<file path="config.mk">
export PLATFORM = sky130hd
export DESIGN_NAME = twbm_master
export DESIGN_NICKNAME = d
export VERILOG_FILES = /design/src/twbm_master.v /design/src/twbm_phase.v /design/src/twbm_shifter.v
export VERILOG_INCLUDE_DIRS = /design/src
export SDC_FILE = /design/constraint.sdc
export NUM_CORES = 1
export LEC_CHECK = 0
export BUFFER_PORTS_ARGS = -buffer_cell sky130_fd_sc_hd__buf_2
export CORE_MARGIN = 1
export CORE_UTILIZATION = 59
export DETAILED_ROUTE_END_ITERATION = 10
export HOLD_SLACK_MARGIN = 0.05
export MAX_ROUTING_LAYER = met4
export PLACE_DENSITY = 0.8
export SYNTH_ARGS = -nofsm -noshare
export SYNTH_HDL_FRONTEND = slang
export SYNTH_SLANG_ARGS = --single-unit
</file>
<file path="constraint.sdc">
create_clock -name clk -period 2.7 [get_ports clk]
set_input_delay 0 -clock clk [delete_from_list [all_inputs] [get_ports clk]]
set_output_delay 0 -clock clk [all_outputs]
set_load 0.02 [all_outputs]
</file>
<file path="src/twbm_defines.vh">
// Purpose: constants for the two-wire byte master
// Assumes: 25 MHz system clock, 400 kHz bus enable from the time base
// Notes:   offsets are the special-function register addresses
`ifndef TWBM_DEFINES_VH
`define TWBM_DEFINES_VH

// special-function register addresses
`define TWBM_ADDR_SAD      16'hFF80
`define TWBM_ADDR_WB1      16'hFF81
`define TWBM_ADDR_WB2      16'hFF82
`define TWBM_ADDR_RB1      16'hFF83
`define TWBM_ADDR_RB2      16'hFF84
`define TWBM_ADDR_CTL      16'hFF85
`define TWBM_ADDR_IRQ6     16'hFF95

// reset value of every register
`define TWBM_RST_BYTE      8'h00

// field positions
`define TWBM_SAD_DIR       0
`define TWBM_CTL_LEN       0
`define TWBM_CTL_GO        1
`define TWBM_CTL_NAKERR    2
`define TWBM_IRQ6_FLAG     2
`define TWBM_IRQ6_EN       3

// bus timing: one bit slot per 400 kHz enable
`define TWBM_CLK_NS        40
`define TWBM_SLOT_NS       2500
`define TWBM_HIGH_AT_NS    (`TWBM_SLOT_NS / 2)
`define TWBM_SAMPLE_AT_NS  ((`TWBM_SLOT_NS * 3) / 4)
`define TWBM_HIGH_CYC      (`TWBM_HIGH_AT_NS / `TWBM_CLK_NS)
`define TWBM_SAMPLE_CYC    (`TWBM_SAMPLE_AT_NS / `TWBM_CLK_NS)

// bits per byte and idle shifter fill
`define TWBM_LAST_BIT      3'h7
`define TWBM_RELEASE_BYTE  8'hFF
`endif

</file>
<file path="src/twbm_master.v">
// Purpose: register-driven two-wire bus master for one or two byte transfers
// Assumes: pins synchronous to clk; 400 kHz enable supplied by the time base
// Notes:   open-drain pins, output enable low while driving low
// Notes on behaviour
// - master only, 400 kHz bus clock
// - one or two bytes, single direction
// - seven registers carry all control and data
// - completion raises external interrupt six
// - interrupt withdrawn when next transfer starts
// - bus timing from time-base 400 kHz enable
// - address bits 7..1, bit 0 direction
// - first write byte sent first
// - control bit 1 starts the transfer
// - two-byte read captures second byte
// - first received byte in first read register
// - second write byte sent only if length
// - start bit reads busy, self-clears
// - missing acknowledge sets error, start clears
// - control bit 0 selects two bytes
// - done flag bit 2, enable bit 3
`include "twbm_defines.vh"
module twbm_master (
   input  wire        clk,       // system clock, 25 MHz
   input  wire        sys_rst,   // synchronous reset, active high
   input  wire        tick400,   // 400 kHz enable from time base
   input  wire [15:0] sfrAddr,   // special-function register address
   input  wire        sfrWr,     // write strobe
   input  wire        sfrRd,     // read strobe
   input  wire [7:0]  sfrWdata,  // write data
   output reg  [7:0]  sfrRdata,  // read data, valid one cycle after sfrRd
   input  wire        sdaIn,     // data line level
   output reg         sdaOut,    // data line drive value, always low
   output reg         sdaOeN,    // data line enable, low drives
   output reg         sclOut,    // clock line drive value, always low
   output reg         sclOeN,    // clock line enable, low drives
   output reg         irqSix     // external interrupt six request
);
   // one-hot states
   localparam [5:0] ST_IDLE  = 6'h01;
   localparam [5:0] ST_WAIT  = 6'h02;
   localparam [5:0] ST_START = 6'h04;
   localparam [5:0] ST_BITS  = 6'h08;
   localparam [5:0] ST_ACK   = 6'h10;
   localparam [5:0] ST_STOP  = 6'h20;

   // register select codes
   localparam [2:0] SEL_NONE = 3'h0;
   localparam [2:0] SEL_SAD  = 3'h1;
   localparam [2:0] SEL_WB1  = 3'h2;
   localparam [2:0] SEL_WB2  = 3'h3;
   localparam [2:0] SEL_RB1  = 3'h4;
   localparam [2:0] SEL_RB2  = 3'h5;
   localparam [2:0] SEL_CTL  = 3'h6;
   localparam [2:0] SEL_IRQ  = 3'h7;

   reg  [7:0] slaveAddressDirection_q;
   reg  [7:0] firstWriteByte_q;
   reg  [7:0] secondWriteByte_q;
   reg  [7:0] firstReadByte_q;
   reg  [7:0] secondReadByte_q;
   reg        twoByteSelect_q;
   reg        transferGoBusy_q;
   reg        noAckError_q;
   reg        transferDoneFlag_q;
   reg        transferDoneIrqEnable_q;
   reg  [5:0] state_q;
   reg  [2:0] bitCnt_q;
   reg        inAddr_q;
   reg        byteNo_q;
   reg        lenRun_q;
   reg        dirRun_q;
   reg        shLoad;
   reg  [7:0] shVal;
   reg        finish;
   wire [7:0] shWord;
   wire       slotP;
   wire       highP;
   wire       sampP;
   wire [2:0] wrSel;
   wire [2:0] rdSel;
   wire       goReq;
   wire [7:0] rxByte;

   // address decode used for both reads and writes
   function [2:0] sfrSel;
      input [15:0] a;
      begin
         case (a)
            `TWBM_ADDR_SAD:  sfrSel = SEL_SAD;
            `TWBM_ADDR_WB1:  sfrSel = SEL_WB1;
            `TWBM_ADDR_WB2:  sfrSel = SEL_WB2;
            `TWBM_ADDR_RB1:  sfrSel = SEL_RB1;
            `TWBM_ADDR_RB2:  sfrSel = SEL_RB2;
            `TWBM_ADDR_CTL:  sfrSel = SEL_CTL;
            `TWBM_ADDR_IRQ6: sfrSel = SEL_IRQ;
            default:         sfrSel = SEL_NONE;
         endcase
      end
   endfunction

   assign wrSel  = sfrWr ? sfrSel(sfrAddr) : SEL_NONE;
   assign rdSel  = sfrRd ? sfrSel(sfrAddr) : SEL_NONE;
   // a start request while busy is ignored
   assign goReq  = (wrSel == SEL_CTL) && sfrWdata[`TWBM_CTL_GO] && !transferGoBusy_q;
   assign rxByte = {shWord[6:0], sdaIn};

   // slot timing from the time-base enable
   twbm_phase u_phase (
      .clk     (clk),
      .sys_rst (sys_rst),
      .tick    (tick400),
      .slotP   (slotP),
      .highP   (highP),
      .sampP   (sampP)
   );

   // byte shifter, shifts in the line at each sample point of a data bit
   twbm_shifter #(
      .WIDTH (8)
   ) u_shift (
      .clk     (clk),
      .sys_rst (sys_rst),
      .load    (shLoad),
      .loadVal (shVal),
      .shift   (sampP && (state_q == ST_BITS)),
      .bitIn   (sdaIn),
      .word    (shWord)
   );

   // software-written registers
   always @(posedge clk) begin
      if (sys_rst) begin
         slaveAddressDirection_q <= `TWBM_RST_BYTE;
         firstWriteByte_q        <= `TWBM_RST_BYTE;
         secondWriteByte_q       <= `TWBM_RST_BYTE;
         twoByteSelect_q         <= 1'b0;
         transferDoneIrqEnable_q <= 1'b0;
      end else begin
         case (wrSel)
            SEL_SAD: slaveAddressDirection_q <= sfrWdata;
            SEL_WB1: firstWriteByte_q <= sfrWdata;
            SEL_WB2: secondWriteByte_q <= sfrWdata;
            SEL_CTL: twoByteSelect_q <= sfrWdata[`TWBM_CTL_LEN];
            SEL_IRQ: transferDoneIrqEnable_q <= sfrWdata[`TWBM_IRQ6_EN];
            default: twoByteSelect_q <= twoByteSelect_q;
         endcase
      end
   end

   // read mux, registered; unmapped addresses read zero
   always @(posedge clk) begin
      if (sys_rst)
         sfrRdata <= `TWBM_RST_BYTE;
      else begin
         case (rdSel)
            SEL_SAD: sfrRdata <= slaveAddressDirection_q;
            SEL_WB1: sfrRdata <= firstWriteByte_q;
            SEL_WB2: sfrRdata <= secondWriteByte_q;
            SEL_RB1: sfrRdata <= firstReadByte_q;
            SEL_RB2: sfrRdata <= secondReadByte_q;
            SEL_CTL: sfrRdata <= {5'h00, noAckError_q, transferGoBusy_q, twoByteSelect_q};
            SEL_IRQ: sfrRdata <= {4'h0, transferDoneIrqEnable_q, transferDoneFlag_q, 2'h0};
            default: sfrRdata <= `TWBM_RST_BYTE;
         endcase
      end
   end

   // shifter loads: address byte, then write bytes or released line for reads
   always @* begin
      shLoad = 1'b0;
      shVal  = `TWBM_RELEASE_BYTE;
      finish = 1'b0;
      if (state_q == ST_WAIT && slotP) begin
         shLoad = 1'b1;
         shVal  = slaveAddressDirection_q;
      end else if (state_q == ST_ACK && sampP) begin
         if (inAddr_q && !sdaIn) begin
            shLoad = 1'b1;
            shVal  = dirRun_q ? `TWBM_RELEASE_BYTE : firstWriteByte_q;
         end else if (!inAddr_q && !byteNo_q && lenRun_q && (dirRun_q || !sdaIn)) begin
            shLoad = 1'b1;
            shVal  = dirRun_q ? `TWBM_RELEASE_BYTE : secondWriteByte_q;
         end
      end
      if (state_q == ST_STOP && sampP)
         finish = 1'b1;
   end

   // transfer sequencer, one bit per slot
   always @(posedge clk) begin
      if (sys_rst) begin
         state_q  <= ST_IDLE;
         bitCnt_q <= 3'h0;
         inAddr_q <= 1'b0;
         byteNo_q <= 1'b0;
         lenRun_q <= 1'b0;
         dirRun_q <= 1'b0;
      end else begin
         case (state_q)
            ST_IDLE: begin
               if (goReq) begin
                  state_q  <= ST_WAIT;
                  lenRun_q <= sfrWdata[`TWBM_CTL_LEN];
                  dirRun_q <= slaveAddressDirection_q[`TWBM_SAD_DIR];
               end
            end
            ST_WAIT: begin
               if (slotP) begin
                  state_q  <= ST_START;
                  inAddr_q <= 1'b1;
                  byteNo_q <= 1'b0;
               end
            end
            ST_START: begin
               if (sampP) begin
                  state_q  <= ST_BITS;
                  bitCnt_q <= 3'h0;
               end
            end
            ST_BITS: begin
               if (sampP) begin
                  bitCnt_q <= bitCnt_q + 3'h1;
                  if (bitCnt_q == `TWBM_LAST_BIT)
                     state_q <= ST_ACK;
               end
            end
            ST_ACK: begin
               if (sampP) begin
                  bitCnt_q <= 3'h0;
                  if (shLoad) begin
                     state_q  <= ST_BITS;
                     byteNo_q <= !inAddr_q;
                     inAddr_q <= 1'b0;
                  end else
                     state_q <= ST_STOP;
               end
            end
            ST_STOP: begin
               if (sampP)
                  state_q <= ST_IDLE;
            end
            default: state_q <= ST_IDLE;
         endcase
      end
   end

   // received bytes land in the read registers
   always @(posedge clk) begin
      if (sys_rst) begin
         firstReadByte_q  <= `TWBM_RST_BYTE;
         secondReadByte_q <= `TWBM_RST_BYTE;
      end else if (state_q == ST_BITS && sampP && bitCnt_q == `TWBM_LAST_BIT
                   && dirRun_q && !inAddr_q) begin
         if (byteNo_q)
            secondReadByte_q <= rxByte;
         else
            firstReadByte_q <= rxByte;
      end
   end

   // status: busy, acknowledge error, done flag and interrupt
   always @(posedge clk) begin
      if (sys_rst) begin
         transferGoBusy_q   <= 1'b0;
         noAckError_q       <= 1'b0;
         transferDoneFlag_q <= 1'b0;
         irqSix             <= 1'b0;
      end else begin
         if (goReq) begin
            transferGoBusy_q   <= 1'b1;
            noAckError_q       <= 1'b0;
            transferDoneFlag_q <= 1'b0;
         end else if (finish) begin
            transferGoBusy_q   <= 1'b0;
            transferDoneFlag_q <= 1'b1;
         end
         if (state_q == ST_ACK && sampP && (inAddr_q || !dirRun_q) && sdaIn)
            noAckError_q <= 1'b1;
         irqSix <= transferDoneFlag_q && transferDoneIrqEnable_q;
      end
   end

   // open-drain pin drive; master owns the clock line
   always @(posedge clk) begin
      if (sys_rst) begin
         sclOut <= 1'b0;
         sdaOut <= 1'b0;
         sclOeN <= 1'b1;
         sdaOeN <= 1'b1;
      end else begin
         sclOut <= 1'b0;
         sdaOut <= 1'b0;
         case (state_q)
            ST_START: begin
               if (sampP)
                  sdaOeN <= 1'b0;
            end
            ST_BITS: begin
               if (slotP) begin
                  sclOeN <= 1'b0;
                  sdaOeN <= shWord[7];
               end else if (highP)
                  sclOeN <= 1'b1;
            end
            ST_ACK: begin
               if (slotP) begin
                  sclOeN <= 1'b0;
                  // last read byte gets a not-acknowledge
                  sdaOeN <= !(dirRun_q && !inAddr_q && !byteNo_q && lenRun_q);
               end else if (highP)
                  sclOeN <= 1'b1;
            end
            ST_STOP: begin
               if (slotP) begin
                  sclOeN <= 1'b0;
                  sdaOeN <= 1'b0;
               end else if (highP)
                  sclOeN <= 1'b1;
               else if (sampP)
                  sdaOeN <= 1'b1;
            end
            default: begin
               sclOeN <= 1'b1;
               sdaOeN <= 1'b1;
            end
         endcase
      end
   end
endmodule

</file>
<file path="src/twbm_phase.v">
// Purpose: splits each 400 kHz bus slot into low, high and sample points
// Assumes: tick arrives as a one-cycle enable from the chip time base
// Notes:   the slot length comes from the tick, not from a free divider
`include "twbm_defines.vh"
module twbm_phase #(
   parameter HIGH_CYC   = `TWBM_HIGH_CYC,
   parameter SAMPLE_CYC = `TWBM_SAMPLE_CYC
) (
   input  wire       clk,      // system clock
   input  wire       sys_rst,  // synchronous reset
   input  wire       tick,     // 400 kHz slot enable
   output wire       slotP,    // slot start, scl goes low
   output reg        highP,    // scl release point
   output reg        sampP     // sda sample point
);
   reg  [5:0] cnt_q;
   reg        run_q;

   assign slotP = tick;

   // count system cycles from each slot start
   always @(posedge clk) begin
      if (sys_rst) begin
         cnt_q <= 6'h00;
         run_q <= 1'b0;
         highP <= 1'b0;
         sampP <= 1'b0;
      end else begin
         highP <= run_q && (cnt_q == HIGH_CYC[5:0] - 6'h01);
         sampP <= run_q && (cnt_q == SAMPLE_CYC[5:0] - 6'h01);
         if (tick) begin
            cnt_q <= 6'h01;
            run_q <= 1'b1;
         end else if (run_q) begin
            cnt_q <= cnt_q + 6'h01;
            if (cnt_q == SAMPLE_CYC[5:0])
               run_q <= 1'b0;
         end
      end
   end
endmodule

</file>
<file path="src/twbm_shifter.v">
// Purpose: byte shift register shared by send and receive
// Assumes: msb first on the bus
// Notes:   shifting in the sampled line keeps a sent byte and a read byte alike
module twbm_shifter #(
   parameter WIDTH = 8
) (
   input  wire             clk,      // system clock
   input  wire             sys_rst,  // synchronous reset
   input  wire             load,     // load a new byte
   input  wire [WIDTH-1:0] loadVal,  // byte to load
   input  wire             shift,    // shift one bit in
   input  wire             bitIn,    // sampled data line
   output reg  [WIDTH-1:0] word      // current contents
);
   // load has priority over shift
   always @(posedge clk) begin
      if (sys_rst)
         word <= {WIDTH{1'b0}};
      else if (load)
         word <= loadVal;
      else if (shift)
         word <= {word[WIDTH-2:0], bitIn};
   end
endmodule

</file>
-- Yosys cells after proc, flatten, opt, wreduce, memory -nomap -nowiden
Index checks and enable logic that the tools add are counted.
- $add $sub $neg: 2
- equality and inequality tests: 43
- muxes and demuxes: 56
- bitwise logic cells: 2
- reductions and logical operators: 47
- operators by type and width (cell ; count):
    $eq 16x16->1 const B ; 7
    $mux 8 ; 8
    $pmux 8 s7 ; 1
    $mux 6 ; 8
    $pmux 6 s6 ; 1
    $mux 1 ; 28
    $eq 3x3->1 const B ; 7
    $logic_and 1x1->1 ; 21
    $pmux 3 s7 ; 1
    $eq 6x6->1 const B ; 3
    $eq 3x2->1 const B ; 4
    $eq 6x5->1 const B ; 2
    $mux 3 ; 4
    $ne 2x1->1 const B ; 6
    $reduce_bool 2->1 ; 6
    $ne 2x2->1 const B ; 5
    $reduce_and 2->1 ; 4
    $reduce_and 7->1 ; 1
    $add 6x1->6 const B ; 1
    $eq 3x1->1 const B ; 2
    $eq 6x1->1 const B ; 1
    $eq 6x2->1 const B ; 1
    $eq 6x3->1 const B ; 1
    $eq 6x4->1 const B ; 1
    15 further kinds ; 26
- register bits after elaboration: 86
- input bits: 30
- word-level logic and storage cells: 176

-- Depth between registers and ports, before layout
Gate-level depths: netlist of run 1.
- word-level depth: 11
- gate-level depth with buffers: 9
- depth with buffers taken out: 6

-- Modules after synthesis
A second synthesis of run 1 with hierarchy kept.
- cells, all modules: 496
- area total of the unflattened synthesis: 4420.5 um^2
- by module, submodules not included (module ; instances ; cells an instance ; area an instance (um^2) ; seq. area each (um^2)):
    twbm_master ; 1 ; 417 ; 3643.5 ; 1381.3
    twbm_phase ; 1 ; 44 ; 407.9 ; 180.2
    twbm_shifter ; 1 ; 35 ; 369.1 ; 160.2

-- Least setup slack after synthesis of run 1
OpenSTA, ideal clock, no wires.
- path kind: flip-flop to flip-flop
- start point: register state_q[0]
- end point: register state_q[0]
- data arrival time: 1.987 ns
- slack: 0.586 ns
- cell stages (with the launch flop): 8
- buffers on the path: 1
- clock period less this slack: 2.114 ns
- cells stage by stage: dfxtp_1 buf_6 or4_4 nor3b_4 inv_1 o221ai_2 nor3_1 or3_1
- cells in the longest elaborated chain, start to end: 3
- elaborated cells on any way between the ends: 15
- classes of those cells: eq/ne (13); mux (1); reduce/logical (1)
- RTL lines (element ; RTL line ; source):
    start: declaration ; twbm_master.v:66 ; reg [5:0] state_q;
    start signal: assignment ; twbm_master.v:192 ; state_q <= ST_IDLE;
    start signal: assignment ; twbm_master.v:202 ; state_q <= ST_WAIT;
    start signal: assignment ; twbm_master.v:209 ; state_q <= ST_START;
    $eq 6x3->1, or another cell as far along ; twbm_master.v:199 ; case (state_q)
    $ne 2x1->1 (no line) / $ne 2x2->1 (equally long branches) ; -- ;
    $reduce_and 7->1 (no line) ; -- ;
Several ways; a longest one is shown, not always the timed one.
A chain may end at the register's enable or synchronous reset.

-- Worst setup path in the final report of run 1
- start point: register state_q[5]
- end point: register firstReadByte_q[5]
- cells in the longest elaborated chain, start to end: 6
- RTL lines (element ; RTL line ; source):
    $eq 6x4->1 ; twbm_master.v:252 ; end else if (state_q == ST_BITS && sampP && bitCnt_q == `TWBM_LAST_BIT
    $logic_and 1x1->1 ; twbm_master.v:252 ;
    $logic_and 1x1->1 (no line) ; -- ;
    $logic_and 1x1->1 (2 in series) ; twbm_master.v:252 ;
    $reduce_and 2->1 (no line) ; -- ;
    end signal: assignment ; twbm_master.v:250 ; firstReadByte_q <= `TWBM_RST_BYTE;
    end signal: assignment ; twbm_master.v:257 ; firstReadByte_q <= rxByte;
    end: declaration ; twbm_master.v:59 ; reg [7:0] firstReadByte_q;
No other way between the ends.

==> results.toml, run 1 <==
[outcome]
outcome = "completed"

[setup_path]
cp_max_fo = 8
cp_data_arrival_time_ps = 2670
r2r_cells = 6
cp-start-kind = "flop"
cpPeakStageDelay_ps = 610
crit_type = "flop to flop"
path_cells = "or4_4 -> nor3b_4 -> and3_1 -> o211a_1 -> mux2i_1 -> nor2_1"
regToRegSetupSlack_ps = 260
cp-endpoint = "firstReadByte_q[5]$_SDFFE_PP0P_"
timing.rr.end = "firstReadByte_q[5]$_SDFFE_PP0P_"
r2r_start = "state_q[5]$_SDFFE_PP0P_"
cp-startpoint = "state_q[5]$_SDFFE_PP0P_"
crit_required_ps = 2940
slowest_stage = "or4_4"
end_kind = "flop"

[sta]
hold_viol = 0
fmax_mhz = 410
rsz0062_at_grt = "no"
holdWs_ps = 149
fin_skew_ps = 16.8
worst_slew_pin_slew_ps = 665
fin_tns_setup_ps = 0
final-setup-viol-count = 0
slew_viol_final = 0
finalCritPeriodShare = 0.902
maxSlewHeadroom = 0.553
final.min_clock_period_ps = 2440

[global_route]
track_usage = 0.294
grt_max_degree = 47
grt_pass1_vias = 3494
antenna_found_initial = 0
grt_overflow = 0
grt_pass1_wl_um = 17000

[drt]
drc_errors = 0
routed_wl_um = 10400
drt-pass1-iter-count = 5
ant_nets = 0
wl_per_cell_um = 16.6
drt-initial-drc-count = 230
vias = 3819
post_drt_via_cell_ratio = 6.07

[floorplanning]
die_x_um = 87.5
start_util = 0.624
die_y_um = 87.5
io_pins = 43
die_area_um2 = 7650
fp-row-count = 30
coreArea_um2 = 6910

[hold_path]
min_path_type = "input pin to flop"

[power_and_ir_drop]
ir_worst_vdd_v = 0.000332
clockPowerShare = 0.398
p_switching_uw = 554
switching_share = 0.240
total_power_uw = 2300
combinationalPowerShare = 0.048
intPower_uw = 1750
powerDensity_nw_per_um2 = 474
power_frac_seq = 0.554
p_leak_uw = 0.00192

[logic_synthesis]
syn-cell-area_um2 = 4310
synth_ff_type = "dfxtp_1"
async_flop_share = 0
synthCells = 487
ys_ff_latch = 86
yosys_warnings = 0
synth-edff-count = 0
yosysSeqAreaShare = 0.400
avgSynthCellArea_um2 = 8.85
ys_types = 63

[clock_tree]
cts_tree = "built"
cts_root_buf = "clkbuf_8"
insertion_delay_ps = 350
cts_buffers = 9
clk_pin_slew_ps = 90
clockBufferDepth = 2
htreeDepth = 3
cts_resized = 0
cts.sinks = 86

[placed_design]
io_buffers = 40
dp_hpwl_um = 7510
gp_congestion = 0.856
placed_area_um2 = 4560

[layout]
area_growth_pct = 12.8
drive_gt1_frac = 0.156
final_nets = 563
final_design_area_no_fill_um2 = 4860
n_antenna_cell = 0

[job]
maxCapViolCount = 0
[Yosys cell counts, types with 3 or more instances]
cell,n,share of area
a2111oi_1,3,0.0070
a211o_1,6,0.012
a211oi_1,3,0.0052
a21boi_0,3,0.0052
a21oi_1,26,0.030
a222oi_1,7,0.016
a22oi_1,9,0.016
a32oi_1,3,0.0061
and2_1,3,0.0044
and3_1,3,0.0044
and4_1,3,0.0061
buf_2,11,0.013
buf_4,4,0.0070
clkbuf_1,16,0.014
dfxtp_1,86,0.40
ha_1,5,0.015
inv_1,12,0.010
mux2i_1,50,0.12
nand2_1,39,0.034
nand2b_1,4,0.0058
nand3_1,8,0.0093
nand4_1,8,0.012
nor2_1,74,0.064
nor2b_1,13,0.019
nor3_1,13,0.015
nor4bb_1,3,0.0070
o211ai_1,3,0.0052
o21a_1,7,0.012
o21ai_0,11,0.013
o22ai_1,4,0.0058
or3_1,4,0.0058
xor2_1,4,0.0081
[state kept, by name (all words and copies together), names as in the netlist, 3 cells and up]
name                     cells
u_phase.cnt_q                6
sfrRdata                     8
secondReadByte_q             8
bitCnt_q                     3
firstReadByte_q              8
state_q                      6
u_shift.word                 8
firstWriteByte_q             8
slaveAddressDirection_q      8
secondWriteByte_q            8
[power groups by stage]
stage          Clock (µW)  Sequential (µW)  Combinational, µW
6_report              918             1280                111
5_1_grt               982             1280                122
4_1_cts               929             1280                110
3_5_place_dp            0             1310               98.4
2_1_floorplan           0             1300               67.5
3_3_place_gp            0             1310               95.4
[cell families after synthesis]
group           count (synthesis)  share of synthesized area
buf+inv                        44                     0.0467
xor+xnor                        6                     0.0122
compound gates                 98                      0.167
fa+ha+maj                       6                     0.0168
flops                          86                      0.400
other cells                     1                   0.000870
simple gates                  194                      0.235
mux                            52                      0.121
[metal layers]
metal | wire (µm) | GRT usage
met4 | 195 | 0.103
met1 | 4700 | 0.391
met5 | 0 | -
met2 | 4960 | 0.463
met3 | 579 | 0.0332
[how the worst min path moves through the flow]
stage                startpoint                                      end  slack (ps)  cells after the start
floorplan               sys_rst                  state_q[0]$_SDFFE_PP1P_         100                      1
global placement    sfrWdata[4]  slaveAddressDirection_q[4]$_SDFFE_PP0N_         260                      3
detailed placement  sfrWdata[4]         firstWriteByte_q[4]$_SDFFE_PP0N_         280                      3
CTS                     sys_rst                 u_phase.run_q$_SDFF_PP0_         140                      2
global route            sys_rst                  state_q[4]$_SDFFE_PP0P_         170                      2
finish                  sys_rst                  state_q[2]$_SDFFE_PP0P_         150                      2
[layout by cell type, fill, tap and decap left out, types with 4 or more instances in the layout]
cell type      Yosys  final
a211o_1            6      6
buf_2             11     40
dlygate4sd3_1      0     10
inv_1             12     12
mux2i_1           50     50
nor2_1            74     74
nand2b_1           4      4
xor2_1             4      4
a222oi_1           7      7
o21ai_0           11     11
nand4_1            8      8
buf_4              4     11
dfxtp_1           86     86
o21a_1             7      7
or3_1              4      4
a22oi_1            9      9
nand3_1            8      8
a21oi_1           26     26
o22ai_1            4      4
nand2_1           39     39
clkbuf_8           0      9
nor3_1            13     13
nor2b_1           13     13
ha_1               5      5
[critical path, delay by kind of cell (launching register included)]
kind            cells  cell delay [ps]
simple gates        4             1240
flops               1              390
mux                 1              250
compound gates      1              440
[through the flow]
stage | worst slack, ps | utilization | cells
after floorplan | 586 | - | 488
after global placement | 404 | 0.660 | 603
after detailed placement | 314 | 0.660 | 603
after CTS | 294 | 0.704 | 629
after global routing | 163 | 0.704 | 629
final | 264 | 0.704 | 629
[timing repair]
item | in CTS | in global routing
setup buffers | 0 | 0
hold buffers | 10 | 0
hold endpoints to repair | 36 | 0
[final cells by class]
| cell class | count | area, µm² |
|---|---|---|
| flip-flops and latches | 86 | 1720 |
| multi-input cells | 358 | 2390 |
| inverters | 12 | 45.0 |
| well taps | 96 | 120 |
| fillers | 571 | 2040 |
| clock inverters | 7 | 78.8 |
| repair buffers | 61 | 383 |
| clock buffers | 9 | 124 |
Power figures use the tool's default switching activity.
==> inputs of run 2 (changes only) <==
--- a/config.mk
+++ b/config.mk
@@ -7,7 +7,7 @@
 export NUM_CORES = 1
 export LEC_CHECK = 0
 export BUFFER_PORTS_ARGS = -buffer_cell sky130_fd_sc_hd__buf_2
-export CORE_MARGIN = 1
+export CORE_MARGIN = 10
 export CORE_UTILIZATION = 59
 export DETAILED_ROUTE_END_ITERATION = 10
 export HOLD_SLACK_MARGIN = 0.05
==> results.toml, run 2 (synthesis gave the netlist of run 1 again) <==
[outcome]
outcome = "completed"

[sta]
maxSlewHeadroom = 0.442
fmax_mhz = 409
holdWs_ps = 136
fin_tns_setup_ps = 0
finalCritPeriodShare = 0.906
slew_viol_final = 0
final-setup-viol-count = 0
hold_viol = 0
fin_skew_ps = 11.3
worst_slew_pin_slew_ps = 838
rsz0062_at_grt = "no"
final.min_clock_period_ps = 2450

[placed_design]
placed_area_um2 = 4580
dp_hpwl_um = 7730
io_buffers = 40
gp_congestion = 0.887

[drt]
drt-pass1-iter-count = 6
vias = 3816
routed_wl_um = 10900
post_drt_via_cell_ratio = 6.02
wl_per_cell_um = 17.2
ant_nets = 0
drc_errors = 0
drt-initial-drc-count = 356

[layout]
final_design_area_no_fill_um2 = 4890
final_cell_mix = "86 x dfxtp_1, 74 x nor2_1, 50 x mux2i_1"
area_growth_pct = 13.6
layout_commonest_cell = "dfxtp_1"
n_antenna_cell = 0
drive_gt1_frac = 0.159
utilization = 0.682
fillCellCount = 558
final_nets = 565

[setup_path]
crit_family = "simple AND/OR/NAND/NOR gates"
crit_type = "flop to flop"
cp_num_buf_inv = 0
end_kind = "flop"
cp_data_arrival_time_ps = 2680
crit_required_ps = 2930
cpPeakStageDelay_ps = 600
cp_max_fo = 8
slowest_stage = "or4_4"
cp-start-kind = "flop"
path_cells = "or4_4 -> nor3b_4 -> and3_1 -> o211a_1 -> mux2i_1 -> nor2_1"

[power_and_ir_drop]
intPower_uw = 1760
combinationalPowerShare = 0.047
clockPowerShare = 0.410
p_leak_uw = 0.00194
switching_share = 0.250
ir_worst_vdd_v = 0.000284
total_power_uw = 2350
powerDensity_nw_per_um2 = 480
p_switching_uw = 587
power_frac_seq = 0.543

[job]
maxCapViolCount = 0

[floorplanning]
start_util = 0.601
die_y_um = 105
die_area_um2 = 11100
io_pins = 43
fp-row-count = 31
die_x_um = 105
coreArea_um2 = 7180

[global_route]
grt_pass1_vias = 3601
grt_max_degree = 46
grt_overflow = 0
antenna_found_initial = 0
track_usage = 0.199
grt_pass1_wl_um = 17800

[clock_tree]
clk_pin_slew_ps = 90
cts_root_buf = "clkbuf_8"
cts_setup_buffers = 0
cts_resized = 0
clockBufferDepth = 2
insertion_delay_ps = 370
htreeDepth = 3
cts_buffers = 9
cts.sinks = 86
cts_tree = "built"

[hold_path]
min_path_type = "input pin to flop"
-- run 2: changes by cell type in the layout (fill, tap and decap cells not counted) --
cell	change
buf_4	+2
clkinv_4	+1
clkinv_8	+1
clkinvlp_4	-2
inv_6	-1
inv_8	+1
-- run 2: power by group through the flow --
stage | logic, µW | registers, µW | clock network (µW)
after global routing | 122 | 1280 | 1030
after detailed placement | 98.3 | 1310 | 0
after global placement | 95.8 | 1310 | 0
after floorplan | 67.5 | 1300 | 0
final | 111 | 1280 | 964
after CTS | 110 | 1280 | 974
-- run 2: worst reg2reg max path, cell delays in order, from the launching register on --
cell and delay [ps]:
dfxtp_1 380, or4_4 600, nor3b_4 300, and3_1 250, o211a_1 470, mux2i_1 260
nor2_1 50
-- run 2: per-stage QoR --
stage               worst slack (ps)  cells
global route                     124    634
global placement                 368    608
detailed placement               290    608
finish                           255    634
CTS                              286    634
floorplan                        586    488
-- run 2: timing repair --
action | CTS | global route
endpoints found under the setup margin | 0 | 0
hold endpoints to repair | 36 | 0
hold buffers | 10 | 0
-- run 2: final cells by class --
class | count | area (µm²) | area share
multi-input cells | 358 | 2390 | 0.488
clock inverters | 7 | 91.3 | 0.0187
repair buffers | 63 | 398 | 0.0813
inverters | 12 | 45.0 | 0.00920
well taps | 99 | 124 | 0.0253
flip-flops and latches | 86 | 1720 | 0.352
clock buffers | 9 | 124 | 0.0253
-- run 2: path summary, 6_finish.rpt --
| kind | from | endpoint | slack, ps | cells after the start |
|---|---|---|---|---|
| max reg2reg | state_q[5]$_SDFFE_PP0P_ | firstReadByte_q[6]$_SDFFE_PP0P_ | 250 | 6 |
| min reg2reg | transferDoneFlag_q$_SDFFE_PP0P_ | irqSix$_SDFF_PP0_ | 450 | 2 |
| min | sfrAddr[3] | transferDoneIrqEnable_q$_SDFFE_PP0N_ | 140 | 4 |
| max | state_q[5]$_SDFFE_PP0P_ | firstReadByte_q[6]$_SDFFE_PP0P_ | 250 | 6 |
-- run 2: routing by layer --
metal / track usage / part of all wire / vias up
met4: 0.0627 / 0.020 / 0
met1: 0.243 / 0.43 / 1797
met5: - / 0 / -
met2: 0.320 / 0.48 / 154
li1: - / - / 1842
met3: 0.0438 / 0.069 / 23
==> inputs of run 3 (changes only) <==
--- a/config.mk
+++ b/config.mk
@@ -8,11 +8,11 @@
 export LEC_CHECK = 0
 export BUFFER_PORTS_ARGS = -buffer_cell sky130_fd_sc_hd__buf_2
 export CORE_MARGIN = 10
-export CORE_UTILIZATION = 59
+export CORE_UTILIZATION = 60
 export DETAILED_ROUTE_END_ITERATION = 10
 export HOLD_SLACK_MARGIN = 0.05
 export MAX_ROUTING_LAYER = met4
-export PLACE_DENSITY = 0.8
+export PLACE_DENSITY = 0.81
 export SYNTH_ARGS = -nofsm -noshare
 export SYNTH_HDL_FRONTEND = slang
 export SYNTH_SLANG_ARGS = --single-unit
==> constraint.sdc (replaced) <==
create_clock -name clk -period 3 [get_ports clk]
set_input_delay 0 -clock clk [delete_from_list [all_inputs] [get_ports clk]]
set_output_delay 0 -clock clk [all_outputs]
set_load 0.02 [all_outputs]
==> results.toml, run 3 (synthesis gave the netlist of run 1 again) <==
[outcome]
outcome = "completed"

[power_and_ir_drop]
ir_worst_vdd_v = 0.000384
powerDensity_nw_per_um2 = 426
p_leak_uw = 0.00190

[sta]
worst_slew_pin_slew_ps = 927
maxSlewHeadroom = 0.378
fmax_mhz = 401
final-setup-viol-count = 0
slew_viol_final = 0
rsz0062_at_grt = "no"
hold_viol = 0
fin_tns_setup_ps = 0
fin_skew_ps = 10.7
finalCritPeriodShare = 0.832
final.min_clock_period_ps = 2500

[drt]
top_layer_used = "met4"
routed-wl-met3_um = 707
met1_length_um = 4700
drc_errors = 0
drt-initial-drc-count = 316
post_drt_via_cell_ratio = 6.04
vias = 3770
routed_wl_um = 10700
dr_wl_met2_um = 5040
ant_nets = 0
drt-pass1-iter-count = 5
wl_per_cell_um = 17.1

[clock_tree]
clockBufferDepth = 2
cts_tree = "built"
clk_pin_slew_ps = 100
cts.sinks = 86
insertion_delay_ps = 370
cts_root_buf = "clkbuf_8"
cts_buffers = 9
cts_resized = 0
hold_buffers = 10
htreeDepth = 3
cts_setup_buffers = 0

[setup_path]
cp_max_fo = 8
crit_type = "flop to flop"
cp-start-kind = "flop"
end_kind = "flop"
crit_required_ps = 3250
cp_data_arrival_time_ps = 2740

[layout]
final_cell_mix = "86 x dfxtp_1, 74 x nor2_1, 50 x mux2i_1"
final_cells = 624
n_antenna_cell = 0
drive_gt1_frac = 0.148
utilization = 0.702
layout_commonest_cell = "dfxtp_1"
area_growth_pct = 11.8
final_nets = 558

[global_route]
grt_pass1_wl_um = 17700
antenna_found_initial = 0
grt_max_degree = 48
grt_overflow = 0
grt_pass1_vias = 3610
track_usage = 0.198

[floorplanning]
io_pins = 43
fp-row-count = 30
coreArea_um2 = 6870
die_area_um2 = 11000
start_util = 0.627
die_y_um = 105
die_x_um = 105

[hold_path]
min_path_type = "input pin to flop"

[placed_design]
dp_hpwl_um = 7530
io_buffers = 40
gp_congestion = 0.912
dp_cells = 598

[job]
maxCapViolCount = 0
==> run 3: cell types whose count changed in the layout (fill, tap and decap cells not counted) <==
cell        delta
buf_4          -7
bufinv_16      -1
clkinvlp_4     -1
inv_6          +1
inv_8          +1
==> run 3: stage by stage <==
| step | power (µW) | area [µm²] | setup slack, ps | hold slack [ps] |
|---|---|---|---|---|
| 4_1_cts | 2060 | 4820 | 541 | 118 |
| 3_3_place_gp | 1260 | 4520 | 675 | 261 |
| 3_5_place_dp | 1260 | 4520 | 564 | 272 |
| 6_report | 2050 | 4820 | 504 | 109 |
| 2_1_floorplan | 1230 | 4310 | 886 | 104 |
| 5_1_grt | 2120 | 4820 | 393 | 135 |
==> run 3: final timing paths <==
kind / from / end / slack, ps / cells after the start
max: state_q[5]$_SDFFE_PP0P_ / firstReadByte_q[3]$_SDFFE_PP0P_ / 500 / 6
min: sys_rst / state_q[3]$_SDFFE_PP0P_ / 110 / 2
max reg2reg: state_q[5]$_SDFFE_PP0P_ / firstReadByte_q[3]$_SDFFE_PP0P_ / 500 / 6
min reg2reg: transferDoneFlag_q$_SDFFE_PP0P_ / irqSix$_SDFF_PP0_ / 440 / 2
==> run 3: routing by layer <==
metal  up-vias  GRT usage
met3        27     0.0375
met2       161      0.302
li1       1822          -
met4         0     0.0912
met5         -          -
met1      1760      0.249
==> run 3: cell type report <==
| type | instances | area [µm²] |
|---|---|---|
| clock inverters | 7 | 73.8 |
| inverters | 12 | 45.0 |
| multi-input cells | 358 | 2390 |
| well taps | 96 | 120 |
| clock buffers | 9 | 124 |
| fillers | 533 | 2050 |
| repair buffers | 56 | 345 |
| flip-flops and latches | 86 | 1720 |
==> run 3: power breakdown <==
part | internal (µW) | switching [µW] | leakage [µW] | total, µW
Clock | 330 | 477 | 0.000101 | 806
Sequential | 1140 | 4.82 | 0.000693 | 1150
Combinational | 39.0 | 59.6 | 0.00111 | 98.6
==> run 3: worst max-delay path, stage by stage, from the launching register on <==
cell     delay [ps]
dfxtp_1         380
or4_4           600
nor3b_4         340
and3_1          260
o211a_1         470
mux2i_1         270
nor2_1           60
